**src/logic/l2m_consts.svh**
```systemverilog
// Notes on behaviour
// - data-only: new instruction misses bypass, hits allowed
// - both only bits: locked, no allocation, hits write
// - instruction-only: data hits served, misses bypass
// - instruction-only bit changeable anytime, next transaction
// - global invalidate clears every line state
// - low-power control drives sram sleep in nap/sleep
// - write-through forwards writes to bus; default back
// - write-through store marks line exclusive, not modified
// - test-support: flush/store pushes stay in l2 valid
// - test-support: suppress zero-block broadcast, single-beat store misses
// - two-bit output hold field, program 00
// - dll slow bit lengthens taps, keep zero
// - differential clock bit for late-write, keep zero
// - reserved bits stored, no effect
// - whole control register cleared by reset
// - enable starts operation at next transaction
`ifndef L2M_CONSTS_SVH
`define L2M_CONSTS_SVH
// register byte address
`define L2M_CTRL_ADDR 12'h000
`define L2M_STAT_ADDR 12'h004
`define L2M_CTRL_RESET 32'h0000_0000
// field bit positions, bit 0 is the least significant bit of the word
`define L2M_BIT_ENABLE 31
`define L2M_BIT_DO 22
`define L2M_BIT_INV 21
`define L2M_BIT_CTL 20
`define L2M_BIT_WT 19
`define L2M_BIT_TS 18
`define L2M_BIT_OH_HI 17
`define L2M_BIT_OH_LO 16
`define L2M_BIT_SL 15
`define L2M_BIT_DF 14
`define L2M_BIT_BYP 13
`define L2M_BIT_RSV_HI 12
`define L2M_BIT_RSV_LO 11
`define L2M_BIT_IO 10
// mask of bits held by this block (bits 31 and 10..22)
`define L2M_CTRL_MASK 32'h807F_FC00
`endif

```
**src/logic/l2m_pkg.sv**
```systemverilog
package l2m_pkg;
  // transaction request from the l1 side
  typedef struct packed {
    logic valid;
    logic is_instr;   // instruction fetch, else data
    logic is_write;   // store
    logic hit;        // tag lookup result
    logic is_push;    // flush/store-block push
    logic is_zero;    // zero-block operation
    logic single_beat;
  } l2m_req_t;
  // routing decision for the transaction
  typedef struct packed {
    logic valid;
    logic use_l2;      // service from/to l2
    logic allocate;    // allocate a new line on miss
    logic to_bus;      // forward to system bus
    logic mark_excl;   // new line state exclusive
    logic mark_mod;    // new line state modified
    logic mark_inval;  // invalidate l2 copy
    logic inhibited;   // passed as cache-inhibited
  } l2m_resp_t;
  // power mode of the core
  typedef enum logic [1:0] {L2M_RUN, L2M_NAP, L2M_SLEEP} l2m_pwr_t;
endpackage : l2m_pkg

```
**src/logic/l2m_ctrl.sv**
```systemverilog
`include "l2m_consts.svh"
module l2m_ctrl #(
  parameter int NUM_LINES = 16   // lines whose state bits are held here
) (
  input wire logic pclk,
  input wire logic presetn,
  input wire logic psel,
  input wire logic penable,
  input wire logic pwrite,
  input wire logic [11:0] paddr,
  input wire logic [31:0] pwdata,
  output logic [31:0] prdata,
  output logic pready,
  output logic pslverr,
  input wire l2m_pkg::l2m_req_t req,
  input wire l2m_pkg::l2m_pwr_t pwr_mode,
  output l2m_pkg::l2m_resp_t resp,
  output logic sram_sleep_output,
  output logic [1:0] output_hold_field,
  output logic dll_slow_select,
  output logic differential_clock_select,
  output logic cache_enable_bit,
  output logic invalidate_busy
);
  import l2m_pkg::*;

  // control word, only mapped bits stored
  logic [31:0] ctrl_q;
  // per-line valid/status state
  logic [NUM_LINES-1:0] line_valid_q;
  logic [NUM_LINES-1:0] line_mod_q;
  // invalidation in progress
  logic inv_q;
  // allocation pointer, one slot per allocating transaction
  logic [$clog2(NUM_LINES)-1:0] slot_q;
  // combinational routing decision, registered into resp
  l2m_resp_t resp_d;

  // decoded mode bits, read by the routing and sram sleep logic
  logic data_only_select;
  logic instruction_only_select;
  logic write_through_select;
  logic test_support_select;
  logic ram_low_power_control;
  // apb phase decode
  logic setup;
  logic access;

  assign data_only_select = ctrl_q[`L2M_BIT_DO];
  assign instruction_only_select = ctrl_q[`L2M_BIT_IO];
  assign write_through_select = ctrl_q[`L2M_BIT_WT];
  assign test_support_select = ctrl_q[`L2M_BIT_TS];
  assign ram_low_power_control = ctrl_q[`L2M_BIT_CTL];
  assign setup = psel && !penable;
  assign access = psel && penable;

  // address decode used only for the error response
  function automatic logic is_mapped(input logic [11:0] a);
    is_mapped = (a == `L2M_CTRL_ADDR) || (a == `L2M_STAT_ADDR);
  endfunction : is_mapped

  // apb handshake: no wait states, ready rises in the access phase
  always_ff @(posedge pclk or negedge presetn)
  begin
    if (!presetn)
    begin
      pready <= 1'b0;
      pslverr <= 1'b0;
    end
    else
    begin
      // unmapped addresses are refused in the same cycle as ready
      pready <= setup;
      pslverr <= setup && !is_mapped(paddr);
    end
  end

  // read data registered in setup so it stands with pready
  always_ff @(posedge pclk or negedge presetn)
  begin
    if (!presetn)
    begin
      // nothing to show before the first read
      prdata <= 32'h0000_0000;
    end
    else if (setup && !pwrite)
    begin
      if (paddr == `L2M_CTRL_ADDR)
      begin
        // stored fields; invalidate bit reads back as written
        prdata <= ctrl_q;
      end
      else if (paddr == `L2M_STAT_ADDR)
      begin
        // busy flag and count of valid lines
        prdata <= {inv_q, 15'h0000, 16'(count_ones(line_valid_q))};
      end
      else
      begin
        prdata <= 32'h0000_0000;
      end
    end
  end

  // count of valid lines for status
  function automatic int count_ones(input logic [NUM_LINES-1:0] v);
    // plain loop; fine for the small line counts modelled here
    count_ones = 0;
    for (int i = 0; i < NUM_LINES; i++)
    begin
      count_ones = count_ones + int'(v[i]);
    end
  endfunction : count_ones

  // control register write, taken at the completing access edge
  always_ff @(posedge pclk or negedge presetn)
  begin
    if (!presetn)
    begin
      // hard or power-on reset clears every field
      ctrl_q <= `L2M_CTRL_RESET;
    end
    else if (access && pready && pwrite && paddr == `L2M_CTRL_ADDR)
    begin
      // mode and reserved bits just stored; instruction-only may change any time
      ctrl_q <= pwdata & `L2M_CTRL_MASK;
    end
  end

  // global invalidate: one cycle after the request lands, all lines cleared
  always_ff @(posedge pclk or negedge presetn)
  begin
    if (!presetn)
    begin
      inv_q <= 1'b0;
    end
    else
    begin
      // single pulse per request; stays low once the lines are empty
      inv_q <= ctrl_q[`L2M_BIT_INV] && !inv_q && line_valid_q != '0;
    end
  end

  // line state: invalidation wins over any allocation in the same cycle
  always_ff @(posedge pclk or negedge presetn)
  begin
    if (!presetn)
    begin
      // no line valid after reset
      line_valid_q <= '0;
      line_mod_q <= '0;
    end
    else if (ctrl_q[`L2M_BIT_INV])
    begin
      // software is expected to have cleared enable first
      line_valid_q <= '0;
      line_mod_q <= '0;
    end
    else if (resp_d.valid && !resp_d.inhibited)
    begin
      // single line slot chosen by a running pointer; enough for status
      if (resp_d.allocate || resp_d.mark_inval || resp_d.mark_excl || resp_d.mark_mod)
      begin
        line_valid_q[slot_q] <= !resp_d.mark_inval;
        line_mod_q[slot_q] <= resp_d.mark_mod;
      end
    end
  end

  // slot pointer for allocations, wraps so the oldest slot is reused first
  always_ff @(posedge pclk or negedge presetn)
  begin
    if (!presetn)
    begin
      slot_q <= '0;
    end
    else if (resp_d.valid && resp_d.allocate)
    begin
      slot_q <= slot_q + 1'b1;
    end
  end

  // routing decision for the incoming transaction; priority order matters:
  // disabled first, then the only-bit bypass, so a locked cache never allocates
  always_comb
  begin
    resp_d = '0;
    resp_d.valid = req.valid;
    if (!req.valid)
    begin
      // idle
    end
    else if (!ctrl_q[`L2M_BIT_ENABLE])
    begin
      // disabled cache: everything goes straight through
      resp_d.to_bus = 1'b1;
      resp_d.inhibited = 1'b1;
    end
    else if (!req.hit && ((req.is_instr && data_only_select) || (!req.is_instr && instruction_only_select)))
    begin
      // new miss of the excluded kind bypasses, no lookup effect; locked when both set
      resp_d.to_bus = 1'b1;
      resp_d.inhibited = 1'b1;
    end
    else if (req.is_push && test_support_select)
    begin
      // pushes kept in l2, marked valid
      resp_d.use_l2 = 1'b1;
      resp_d.mark_excl = !req.hit || !line_mod_any();
      resp_d.allocate = !req.hit;
    end
    else if (req.is_push)
    begin
      // normal push: to bus, l2 copy dropped on hit
      resp_d.to_bus = 1'b1;
      resp_d.mark_inval = req.hit;
    end
    else if (req.is_zero && test_support_select)
    begin
      // zero-block kept local, no broadcast
      resp_d.use_l2 = 1'b1;
      resp_d.allocate = !req.hit;
      resp_d.mark_mod = !write_through_select;
      resp_d.mark_excl = write_through_select;
    end
    else if (req.is_write && !req.hit && req.single_beat && test_support_select)
    begin
      // single-beat store miss held out of the bus
      resp_d.use_l2 = 1'b1;
    end
    else if (req.is_write)
    begin
      // hits update in place; write-through forwards and keeps exclusive
      resp_d.use_l2 = 1'b1;
      resp_d.allocate = !req.hit && !req.single_beat;
      resp_d.to_bus = write_through_select || (!req.hit && req.single_beat);
      resp_d.mark_excl = write_through_select;
      resp_d.mark_mod = !write_through_select;
    end
    else
    begin
      // reads: hit served, miss fetched from bus and allocated
      resp_d.use_l2 = 1'b1;
      resp_d.to_bus = !req.hit;
      resp_d.allocate = !req.hit;
      resp_d.mark_excl = !req.hit;
    end
  end

  // any modified line present, keeps push marking honest
  function automatic logic line_mod_any();
    line_mod_any = line_mod_q != '0;
  endfunction : line_mod_any

  // registered decision; one cycle from request to response
  always_ff @(posedge pclk or negedge presetn)
  begin
    if (!presetn)
    begin
      resp <= '0;
    end
    else
    begin
      // stands for exactly one cycle per request
      resp <= resp_d;
    end
  end

  // sram sleep follows nap/sleep while low-power control is set
  always_ff @(posedge pclk or negedge presetn)
  begin
    if (!presetn)
    begin
      sram_sleep_output <= 1'b0;
    end
    else
    begin
      // no filtering: the pin follows the power mode edge by edge
      sram_sleep_output <= ram_low_power_control && (pwr_mode != L2M_RUN);
    end
  end

  // output hold code straight to the sram pads; only 00 is meant for this part
  always_ff @(posedge pclk or negedge presetn)
  begin
    if (!presetn)
    begin
      output_hold_field <= 2'h0;
    end
    else
    begin
      output_hold_field <= ctrl_q[`L2M_BIT_OH_HI:`L2M_BIT_OH_LO];
    end
  end

  // dll tap stretch; nothing here checks the bus speed, software must
  always_ff @(posedge pclk or negedge presetn)
  begin
    if (!presetn)
    begin
      dll_slow_select <= 1'b0;
    end
    else
    begin
      dll_slow_select <= ctrl_q[`L2M_BIT_SL];
    end
  end

  // differential clock scheme select for late-write parts
  always_ff @(posedge pclk or negedge presetn)
  begin
    if (!presetn)
    begin
      differential_clock_select <= 1'b0;
    end
    else
    begin
      differential_clock_select <= ctrl_q[`L2M_BIT_DF];
    end
  end

  // enable pin; the routing reads ctrl_q directly, so this copy lags one cycle
  always_ff @(posedge pclk or negedge presetn)
  begin
    if (!presetn)
    begin
      cache_enable_bit <= 1'b0;
    end
    else
    begin
      cache_enable_bit <= ctrl_q[`L2M_BIT_ENABLE];
    end
  end

  // busy flag for the outside, one cycle behind the internal pulse
  always_ff @(posedge pclk or negedge presetn)
  begin
    if (!presetn)
    begin
      invalidate_busy <= 1'b0;
    end
    else
    begin
      invalidate_busy <= inv_q;
    end
  end
endmodule : l2m_ctrl

```
**config.mk**
```make
export PLATFORM = sky130hd
export DESIGN_NAME = l2m_ctrl
export DESIGN_NICKNAME = d
export VERILOG_FILES = /design/src/logic/l2m_pkg.sv /design/src/logic/l2m_ctrl.sv
export VERILOG_INCLUDE_DIRS = /design/src /design/src/logic
export SDC_FILE = /design/constraint.sdc
export NUM_CORES = 1
export LEC_CHECK = 0
export BUFFER_PORTS_ARGS = -buffer_cell sky130_fd_sc_hd__buf_4
export CAP_MARGIN = 0
export CORE_MARGIN = 5
export CORE_UTILIZATION = 45
export CTS_CLUSTER_DIAMETER = 200
export DETAILED_ROUTE_END_ITERATION = 8
export PLACE_DENSITY = 0.77
export SKIP_CTS_REPAIR_TIMING = 1
export SLEW_MARGIN = 25
export SYNTH_ARGS = -nofsm -noshare
export SYNTH_HDL_FRONTEND = slang
export SYNTH_SLANG_ARGS = --single-unit
```
**constraint.sdc**
```tcl
create_clock -name pclk -period 4.98 [get_ports pclk]
set_input_delay 0.249 -clock pclk [delete_from_list [all_inputs] [get_ports pclk]]
set_output_delay 0.249 -clock pclk [all_outputs]
set_load 0.02 [all_outputs]
```
==> results of run 1 <==
## state kept, by name (all words and copies together) (netlist names)
name	flops
sram_sleep_output	1
dll_slow_select	1
pslverr	1
invalidate_busy	1
slot_q	4
cache_enable_bit	1
line_mod_q	16
inv_q	1
differential_clock_select	1
output_hold_field	2
line_valid_q	16
resp	8
pready	1
prdata	19
ctrl_q	14
## kinds of logic after synthesis
logic type               count (synthesis)
AND/OR/NAND/NOR                        126
AO/OA/AOI/OAI                           96
flip-flops                              87
buffers and inverters                   70
adder cells (fa/ha/maj)                 20
multiplexers                            16
XOR/XNOR                                 5
other                                    1
## layout make-up
class | count | area (µm²)
Fill cell | 849 | 4481
Sequential cell | 87 | 2177
Multi-Input combinational cell | 276 | 2052
Timing Repair Buffer | 78 | 591.8
Tap cell | 133 | 166.4
Clock buffer | 9 | 123.9
Inverter | 30 | 112.6
Clock inverter | 7 | 70.07
## worst max-delay path, delay by kind of cell (launching register included)
family	cells	cell delay (ns)
adder cells (fa/ha/maj)	6	2.57
flip-flops	1	0.38
buffers and inverters	2	0.15
AO/OA/AOI/OAI	2	0.42
## cell usage after synthesis, drive strengths merged, types with 14 or more instances
| cell | number |
|---|---|
| a21oi | 20 |
| a22o | 17 |
| buf | 26 |
| clkbuf | 14 |
| dfrtp | 87 |
| inv | 30 |
| mux2 | 14 |
| nand2 | 15 |
| nor2 | 21 |
| nor3 | 35 |
| o21ai | 15 |
| o21bai | 15 |
| or4 | 18 |
## power breakdown
part | switching [mW] | internal, mW
clock network | 0.292 | 0.198
registers | 0.00111 | 0.709
logic | 0.0584 | 0.0360
## per-stage QoR
stage	worst slack, ns	instances	instance area [µm²]
global route	1.261	620	5294
CTS	1.350	619	5275
global placement	1.437	603	5081
detailed placement	1.361	603	5081
finish	1.364	620	5294
floorplan	1.525	433	4571
## metal layers
| metal | wire [µm] | share of wire (%) | track usage, % | vias up |
|---|---|---|---|---|
| met5 | 0 | 0 | 0 | - |
| met4 | 145 | 1.4 | 4.837 | 0 |
| met3 | 659 | 6.4 | 4.485 | 14 |
| met2 | 4913 | 48 | 28.34 | 102 |
| met1 | 4506 | 44 | 23.35 | 1670 |
| li1 | - | - | - | 1600 |
## final timing paths
| path | slack, ns | to | startpoint | depth (start not counted) |
|---|---|---|---|---|
| setup / recovery | 1.36 | prdata[4] | line_valid_q[1] | 10 |
| min in group asynchronous | 0.51 | prdata[1] | presetn | 2 |
| setup reg to reg | 1.36 | prdata[4] | line_valid_q[1] | 10 |
| max in group asynchronous | 3.95 | line_valid_q[1] | presetn | 2 |
| hold / removal | 0.03 | resp[7] | req[6] | 1 |
| hold reg to reg | 0.41 | invalidate_busy | inv_q | 0 |
==> results_dict.tcl, run 1 <==
set metrics [dict create \
    status "finished clean" \
    cp_cell_sequence "inv_1 > fa_1 > fa_1 > fa_1 > fa_1 > inv_1 > ha_1 > fa_1 > a21o_1 > a32o_1" \
    dp_hpwl_um 7093 \
    max_stage_delay_ns 0.55 \
    drive_above_1_share_pct 25.05 \
    grt-ovfl-total 0 \
    syn_area_per_cell_um2 10.75 \
    start_util_pct 46.30 \
    synth_compound_area_share_pct 15.26 \
    synth_fa_ha_area_share_pct 7.188 \
    setup_violations 0 \
    worst_ep_arrival_time_ns 3.88 \
    core_um2 9774 \
    grt_first_pass_wirelength_um 16420 \
    grt_antenna_before_repair 0 \
    synth_top_family_by_area "simple AND/OR/NAND/NOR gates" \
    drtIter0Drc 254 \
    fmax_mhz 276.6 \
    drtPass1Iterations 5 \
    ys_ff_latch 87 \
    tns_ns 0 \
    routedWlPerCell_um 16.49 \
    drcViolationCount 0 \
    cts_sinks 87 \
    worst_slew_pin_slew_ns 1.056 \
    cp_slowest_cell "fa_1" \
    whs_ns 0.02941 \
    syn_area_um2 4526 \
    grt_pass1_vias 3307 \
    port_buffers 75 \
    rsz0062_at_grt "false" \
    ioPinCount 107 \
    clockBufferDepth 2 \
    worstSetupPathType "reg2reg" \
    layout_common_cells "87 x dfrtp_1, 76 x buf_4, 34 x nor3_1" \
    max_slew_margin_pct 29.37 \
    p_total_mw 1.294 \
    leakage_nw 2.473 \
    finalHoldViolCount 0 \
    start_kind "flip-flop" \
    yosysWarnings 0 \
    cp_max_fo 3 \
    fin_skew_ns 0.009945 \
    synth_mux_area_share_pct 4.755 \
    cp-end-kind "flip-flop" \
    final_nets 560 \
    numCtsBuffers 9 \
    antenna_cells 0 \
    routed_via_density 5.461 \
    power_density_nw_per_um2 244.3 \
    ant_nets 0 \
    synthToLayoutAreaGrowth_pct 16.98 \
    wirelength_um 10220 \
    synthCells 421 \
    yosys-top-cells-area "dfrtp_1 48%, fa_1 4.4%, nor3_1 3.8%" \
    synth-simple-area-share_pct 15.98 \
    drv_slew 0 \
    vias 3386 \
    grt_use_total_pct 17.47 \
    layout_commonest_cell "dfrtp_1" \
    hold_class "in2reg" \
    worstPathRequired_ns 5.24 \
    maxCapViolations 0 \
    tritoncts "done" \
    irDropWorstVdd_v 0.0001392 \
    fin_crit_sh_pct 72.60 \
    rows 36 \
    ys_async_sr_fraction_pct 100.0 \
    cts.clk_slew.worst_paths_ns 0.09 \
    fp.dieW_um 110.3 \
    synth-edff-count 0 \
    yosysSeqAreaShare_pct 48.11 \
    cts_root_buf "clkbuf_8" \
    fin_util_pct 54.16 \
    synth.largest_area_cell "dfrtp_1" \
    grt_max_degree 88 \
    crit_top_cell "fa_1" \
    clock_latency_ns 0.37 \
    fp.dieArea_um2 12160 \
    synth_top_area_share_pct 48.11 \
    synth_ff_type "dfrtp_1" \
    fp.dieH_um 110.3 \
    h-tree-depth 3 \
    ys_types 56 \
    synth_xor_area_share_pct 0.9677 \
    finalCriticalPeriod_ns 3.616 \
    gp_routability_congestion 0.7763 \
]
(Power assumes the default switching activity.)
==> run 2, diff against run 1 <==
Clock period 4.98 ns to 3.4 ns, I/O delays scaled along.
==> run 2 against run 1 <==
  * The flow now finishes with violations (setup timing)
  * Flip-flop and latch count unchanged
  * Critical endpoint unchanged
  * Clock skew about the same
  * Worst hold slack worse by 0.0085 ns
  * Setup slack worse by 1.5 ns
  * Via count grew 2.1%
  * Highest routed layer unchanged
  * Die area stayed put
  * Total power increased by 47%
==> results_dict.tcl, run 2 (synthesis gave the netlist of run 1 again) <==
set metrics [dict create \
    layout_commonest_cell "buf_4" \
    setup_slack_ns -0.1134 \
    top_layer_used "met4" \
    fp.dieH_um 110.3 \
    p_int_mw 1.389 \
    worstSetupPathType "reg2reg" \
    p_sw_share_pct 26.87 \
    numCtsBuffers 9 \
    reg.largest.list "prdata x19, line_mod_q x16, line_valid_q x16" \
    grt-ovfl-total 0 \
    finalCriticalPeriod_ns 3.513 \
    timing.rr.end "prdata[4]" \
    met1_length_um 4603 \
    rows 36 \
    cp-end-kind "flip-flop" \
    max_slew_margin_pct 37.49 \
    worstReg2RegStart "line_valid_q[15]" \
    combPwrFrac_pct 7.8 \
    cts_root_buf "clkbuf_8" \
    core_um2 9774 \
    largest_register_ffs 19 \
    clockBufferDepth 2 \
    ioPinCount 107 \
    r2r_cells 10 \
    fmax_mhz 284.6 \
    synthToLayoutAreaGrowth_pct 21.23 \
    drtPass1Iterations 4 \
    final_nets 581 \
    clock_latency_ns 0.36 \
    vias 3458 \
    grt_max_degree 57 \
    rsz0062_at_grt "true" \
    cts.clk_slew.worst_paths_ns 0.10 \
    drv_slew 0 \
    antenna_cells 0 \
    dpl.cell_count 617 \
    fin_crit_sh_pct 103.3 \
    leakage_nw 2.581 \
    gp_routability_congestion 0.8384 \
    drtIter0Drc 249 \
    start_util_pct 46.30 \
    worst_ep_arrival_time_ns 3.77 \
    wirelength_um 10420 \
    ant_nets 0 \
    largest-register "prdata" \
    routed_via_density 5.395 \
    drcViolationCount 0 \
    finalHoldViolCount 0 \
    fp.dieArea_um2 12160 \
    grt_antenna_before_repair 0 \
    pwr-share-seq_pct 54.8 \
    grt_use_total_pct 17.90 \
    dp_hpwl_um 7462 \
    worstPathRequired_ns 3.66 \
    maxCapViolations 0 \
    min_path_cells 2 \
    cts_sinks 87 \
    routedWlPerCell_um 16.26 \
    fin_skew_ns 0.009665 \
    wl_met2_um 4988 \
    hold_end "sram_sleep_output" \
    layout_common_cells "94 x buf_4, 87 x dfrtp_1, 34 x nor3_1" \
    r2r_setup_slack_ns -0.11 \
    worstSetupStartpoint "line_valid_q[15]" \
    worst_slew_pin_slew_ns 0.9320 \
    fp.dieW_um 110.3 \
    fin_cells 641 \
    power_density_nw_per_um2 346.1 \
    start_kind "flip-flop" \
    setup_violations 3 \
    dr_wl_met3_um 651 \
    h-tree-depth 3 \
    clkPwrFrac_pct 37.4 \
    cp_max_fo 2 \
    num-fill-cells 837 \
    grt_pass1_vias 3393 \
    tritoncts "done" \
    drive_above_1_share_pct 28.35 \
    irDropWorstVdd_v 0.0002576 \
    port_buffers 75 \
    hp-start "pwr_mode[1]" \
    tns_ns -0.2044 \
    hold_class "in2reg" \
    grt_first_pass_wirelength_um 16980 \
    violations "setup timing" \
    p_sw_mw 0.5102 \
    status "finished with violations" \
]
[run 2: changes by cell type in the layout (fill, tap and decap cells not counted), sizes merged]
cell         previous run  this run
inv                    35        36
buf                    77        95
dlygate4sd3             1         4
clkinvlp                1         0
[run 2: how the worst max path moves through the flow]
stage | slack [ns] | depth (start not counted) | end
global placement | -0.04 | 10 | prdata[4]
finish | -0.11 | 10 | prdata[4]
global route | -0.20 | 10 | prdata[4]
floorplan | 0.009 | 10 | prdata[4]
detailed placement | -0.11 | 10 | prdata[4]
CTS | -0.12 | 10 | prdata[4]
[run 2: area by class of cell]
cell class	instances	area (µm²)	share of cell area (%)
sequential	87	2177	39.68
inverter	30	112.6	2.052
timing repair buffer	99	773.2	14.09
clock buffer	9	123.9	2.258
tap	133	166.4	3.033
multi-input combinational	276	2064	37.63
clock inverter	7	68.82	1.254
[run 2: per-stage QoR]
stage	total power [mW]	hold slack [ns]	area (µm²)	utilization (%)	setup WS, ns
finish	1.899	0.02095	5487	56.13	-0.1134
global route	1.989	0.006677	5487	56.13	-0.1965
CTS	1.919	-0.2575	5401	55.26	-0.1187
detailed placement	1.204	0.1439	5209	53.29	-0.1099
global placement	1.196	0.3166	5181	53.01	-0.04456
floorplan	1.138	-0.1256	4573	-	0.009221
[run 2: per-layer routing]
layer / vias to the layer above / track usage, %
li1: 1652 / -
met1: 1685 / 24.91
met2: 107 / 28.16
met3: 14 / 3.553
met4: 0 / 5.981
met5: - / 0
[run 2: critical path: stages (launching register included)]
cell and delay [ns]:
dfrtp_1 0.36, inv_1 0.07, fa_1 0.51, fa_1 0.57, fa_1 0.43, fa_1 0.51, inv_2 0.05, ha_4 0.15
fa_2 0.37, a21o_1 0.17, a32o_1 0.24
[run 2: power groups by stage]
| stage | logic, mW | clock network [mW] | registers (mW) |
|---|---|---|---|
| 2_1_floorplan | 0.0736 | 0 | 1.06 |
| 4_1_cts | 0.145 | 0.735 | 1.04 |
| 5_1_grt | 0.165 | 0.784 | 1.04 |
| 3_5_place_dp | 0.144 | 0 | 1.06 |
| 6_report | 0.149 | 0.711 | 1.04 |
| 3_3_place_gp | 0.136 | 0 | 1.06 |
==> run 3, diff against run 2 <==
Settings changed: HOLD_SLACK_MARGIN from default to 0.1.
==> run 3 against run 2 <==
  * The flow still finishes with violations (setup timing)
  * Total power up 1.0%
  * Utilization up 1.6 points
  * Fmax about the same
  * First-iteration DRC count down 12%
  * Final area up 2.9%
  * Die area unchanged
  * Combinational power up 10%
  * Clock skew about the same
  * Worst hold slack better by 0.13 ns
  * Sequential share of layout area down 1.1 points
  * Critical path type unchanged
  * Largest power group unchanged
  * Highest routed layer unchanged
==> results_dict.tcl, run 3 (synthesis gave the netlist of run 1 again) <==
set metrics [dict create \
    status "finished with violations" \
    violations "setup timing" \
    rsz0062_at_grt "true" \
    drtPass1Iterations 4 \
    setup_violations 3 \
    cp_cell_sequence "inv_1 > fa_1 > fa_1 > fa_1 > fa_1 > inv_2 > ha_4 > fa_2 > a21o_1 > a32o_1" \
    start_kind "flip-flop" \
    start_util_pct 46.30 \
    use_met2_pct 28.16 \
    grt_use_met3_pct 3.553 \
    drcViolationCount 0 \
    grt_use_total_pct 17.90 \
    cp-end-kind "flip-flop" \
    fp.dieW_um 110.3 \
    timing.rr.end "prdata[4]" \
    final_nets 597 \
    worstSetupPathType "reg2reg" \
    use_met1_pct 24.91 \
    wirelength_um 10880 \
    grt_first_pass_wirelength_um 16980 \
    drive_above_1_share_pct 27.48 \
    hp-start "req[2]" \
    grt_antenna_before_repair 0 \
    fin_cells 657 \
    finalCriticalPeriod_ns 3.515 \
    ant_nets 0 \
    placed_area_um2 5209 \
    ioPinCount 107 \
    synthToLayoutAreaGrowth_pct 24.77 \
    fin_crit_sh_pct 103.4 \
    r2r_setup_slack_ns -0.12 \
    worst_slew_pin_slew_ns 0.9246 \
    rows 36 \
    numCtsBuffers 9 \
    hold_end "resp[3]" \
    layout_common_cells "94 x buf_4, 87 x dfrtp_1, 34 x nor3_1" \
    cp_max_fo 2 \
    leakage_nw 2.652 \
    routed_via_density 5.364 \
    max_stage_delay_ns 0.57 \
    worstReg2RegStart "line_valid_q[15]" \
    largest_register_ffs 19 \
    num-fill-cells 819 \
    worst_ep_arrival_time_ns 3.77 \
    clock_latency_ns 0.36 \
    cts_sinks 87 \
    fin_skew_ns 0.009369 \
    finalHoldViolCount 0 \
    drv_slew 0 \
    final_cell_area_um2 5647 \
    worstPathRequired_ns 3.66 \
    power_density_nw_per_um2 339.7 \
    antenna_cells 0 \
    dpl.cell_count 617 \
    fp.dieArea_um2 12160 \
    cp_top_family "adder cells" \
    vias 3524 \
    tritoncts "done" \
    cp_num_buf_inv 2 \
    clockBufferDepth 2 \
    fp.dieH_um 110.3 \
    irDropWorstVdd_v 0.0002599 \
    crit_top_cell "fa_1" \
    max_slew_margin_pct 37.99 \
    busiest_layer "met2" \
    min_path_cells 3 \
    cts_root_buf "clkbuf_8" \
    largest-register "prdata" \
    maxCapViolations 0 \
    gp_routability_congestion 0.8384 \
    setup_slack_ns -0.1153 \
    fmax_mhz 284.5 \
    core_um2 9774 \
    port_buffers 75 \
    drtIter0Drc 219 \
    layout_commonest_cell "buf_4" \
    grt_max_degree 57 \
    r2r_cells 10 \
    dp_hpwl_um 7462 \
    grt-ovfl-total 0 \
    reg.largest.list "prdata x19, line_mod_q x16, line_valid_q x16" \
    routedWlPerCell_um 16.55 \
    h-tree-depth 3 \
    cp_slowest_cell "fa_1" \
    hold_class "in2reg" \
    grt_pass1_vias 3393 \
    cts.clk_slew.worst_paths_ns 0.09 \
]
## run 3: cell count changes in the layout (fill, tap and decap cells not counted)
cell	delta
dlygate4sd3_1	+16
## run 3: final cells by class
type	count	area (µm²)	area share, %
Clock inverter	7	68.82	1.219
Inverter	30	112.6	1.994
Tap cell	133	166.4	2.947
Multi-Input combinational cell	276	2064	36.56
Clock buffer	9	123.9	2.194
Sequential cell	87	2177	38.56
Timing Repair Buffer	115	933.4	16.53
## run 3: metal layers
| metal | share of wire, % | routed length, µm |
|---|---|---|
| met3 | 5.2 | 570 |
| met2 | 49 | 5337 |
| met1 | 44 | 4789 |
| met5 | 0 | 0 |
| met4 | 1.6 | 178 |
## run 3: worst reg2reg max path: stages (launching register included)
cell and delay (ns):
dfrtp_1 0.36, inv_1 0.07, fa_1 0.51, fa_1 0.57
fa_1 0.43, fa_1 0.51, inv_2 0.05, ha_4 0.15
fa_2 0.37, a21o_1 0.16, a32o_1 0.24
## run 3: where the power goes
| part | total (mW) | internal, mW | switching (mW) |
|---|---|---|---|
| Clock | 0.714 | 0.290 | 0.424 |
| Sequential | 1.04 | 1.04 | 0.00171 |
| Combinational | 0.164 | 0.0720 | 0.0923 |
## run 3: worst max path at each step
stage                     slack, ns         to  cells past startpoint              from
after CTS                     -0.12  prdata[4]                     10   line_valid_q[5]
after global placement        -0.04  prdata[4]                     10  line_valid_q[11]
after global routing          -0.20  prdata[4]                     10   line_valid_q[0]
final                         -0.12  prdata[4]                     10  line_valid_q[15]
after detailed placement      -0.11  prdata[4]                     10   line_valid_q[5]
after floorplan               0.009  prdata[4]                     10  line_valid_q[11]
## run 3: stage by stage
stage          hold slack, ns  total power [mW]  setup TNS (ns)  utilization [%]  worst slack (ns)
2_1_floorplan         -0.1256             1.138               0                -          0.009221
3_3_place_gp           0.3166             1.196        -0.04456            53.01          -0.04456
3_5_place_dp           0.1439             1.204         -0.2218            53.29           -0.1099
4_1_cts               -0.2575             1.919         -0.2457            55.26           -0.1187
5_1_grt                0.1503             2.004         -0.5338            57.77           -0.1965
6_report               0.1478             1.918         -0.2296            57.77           -0.1153
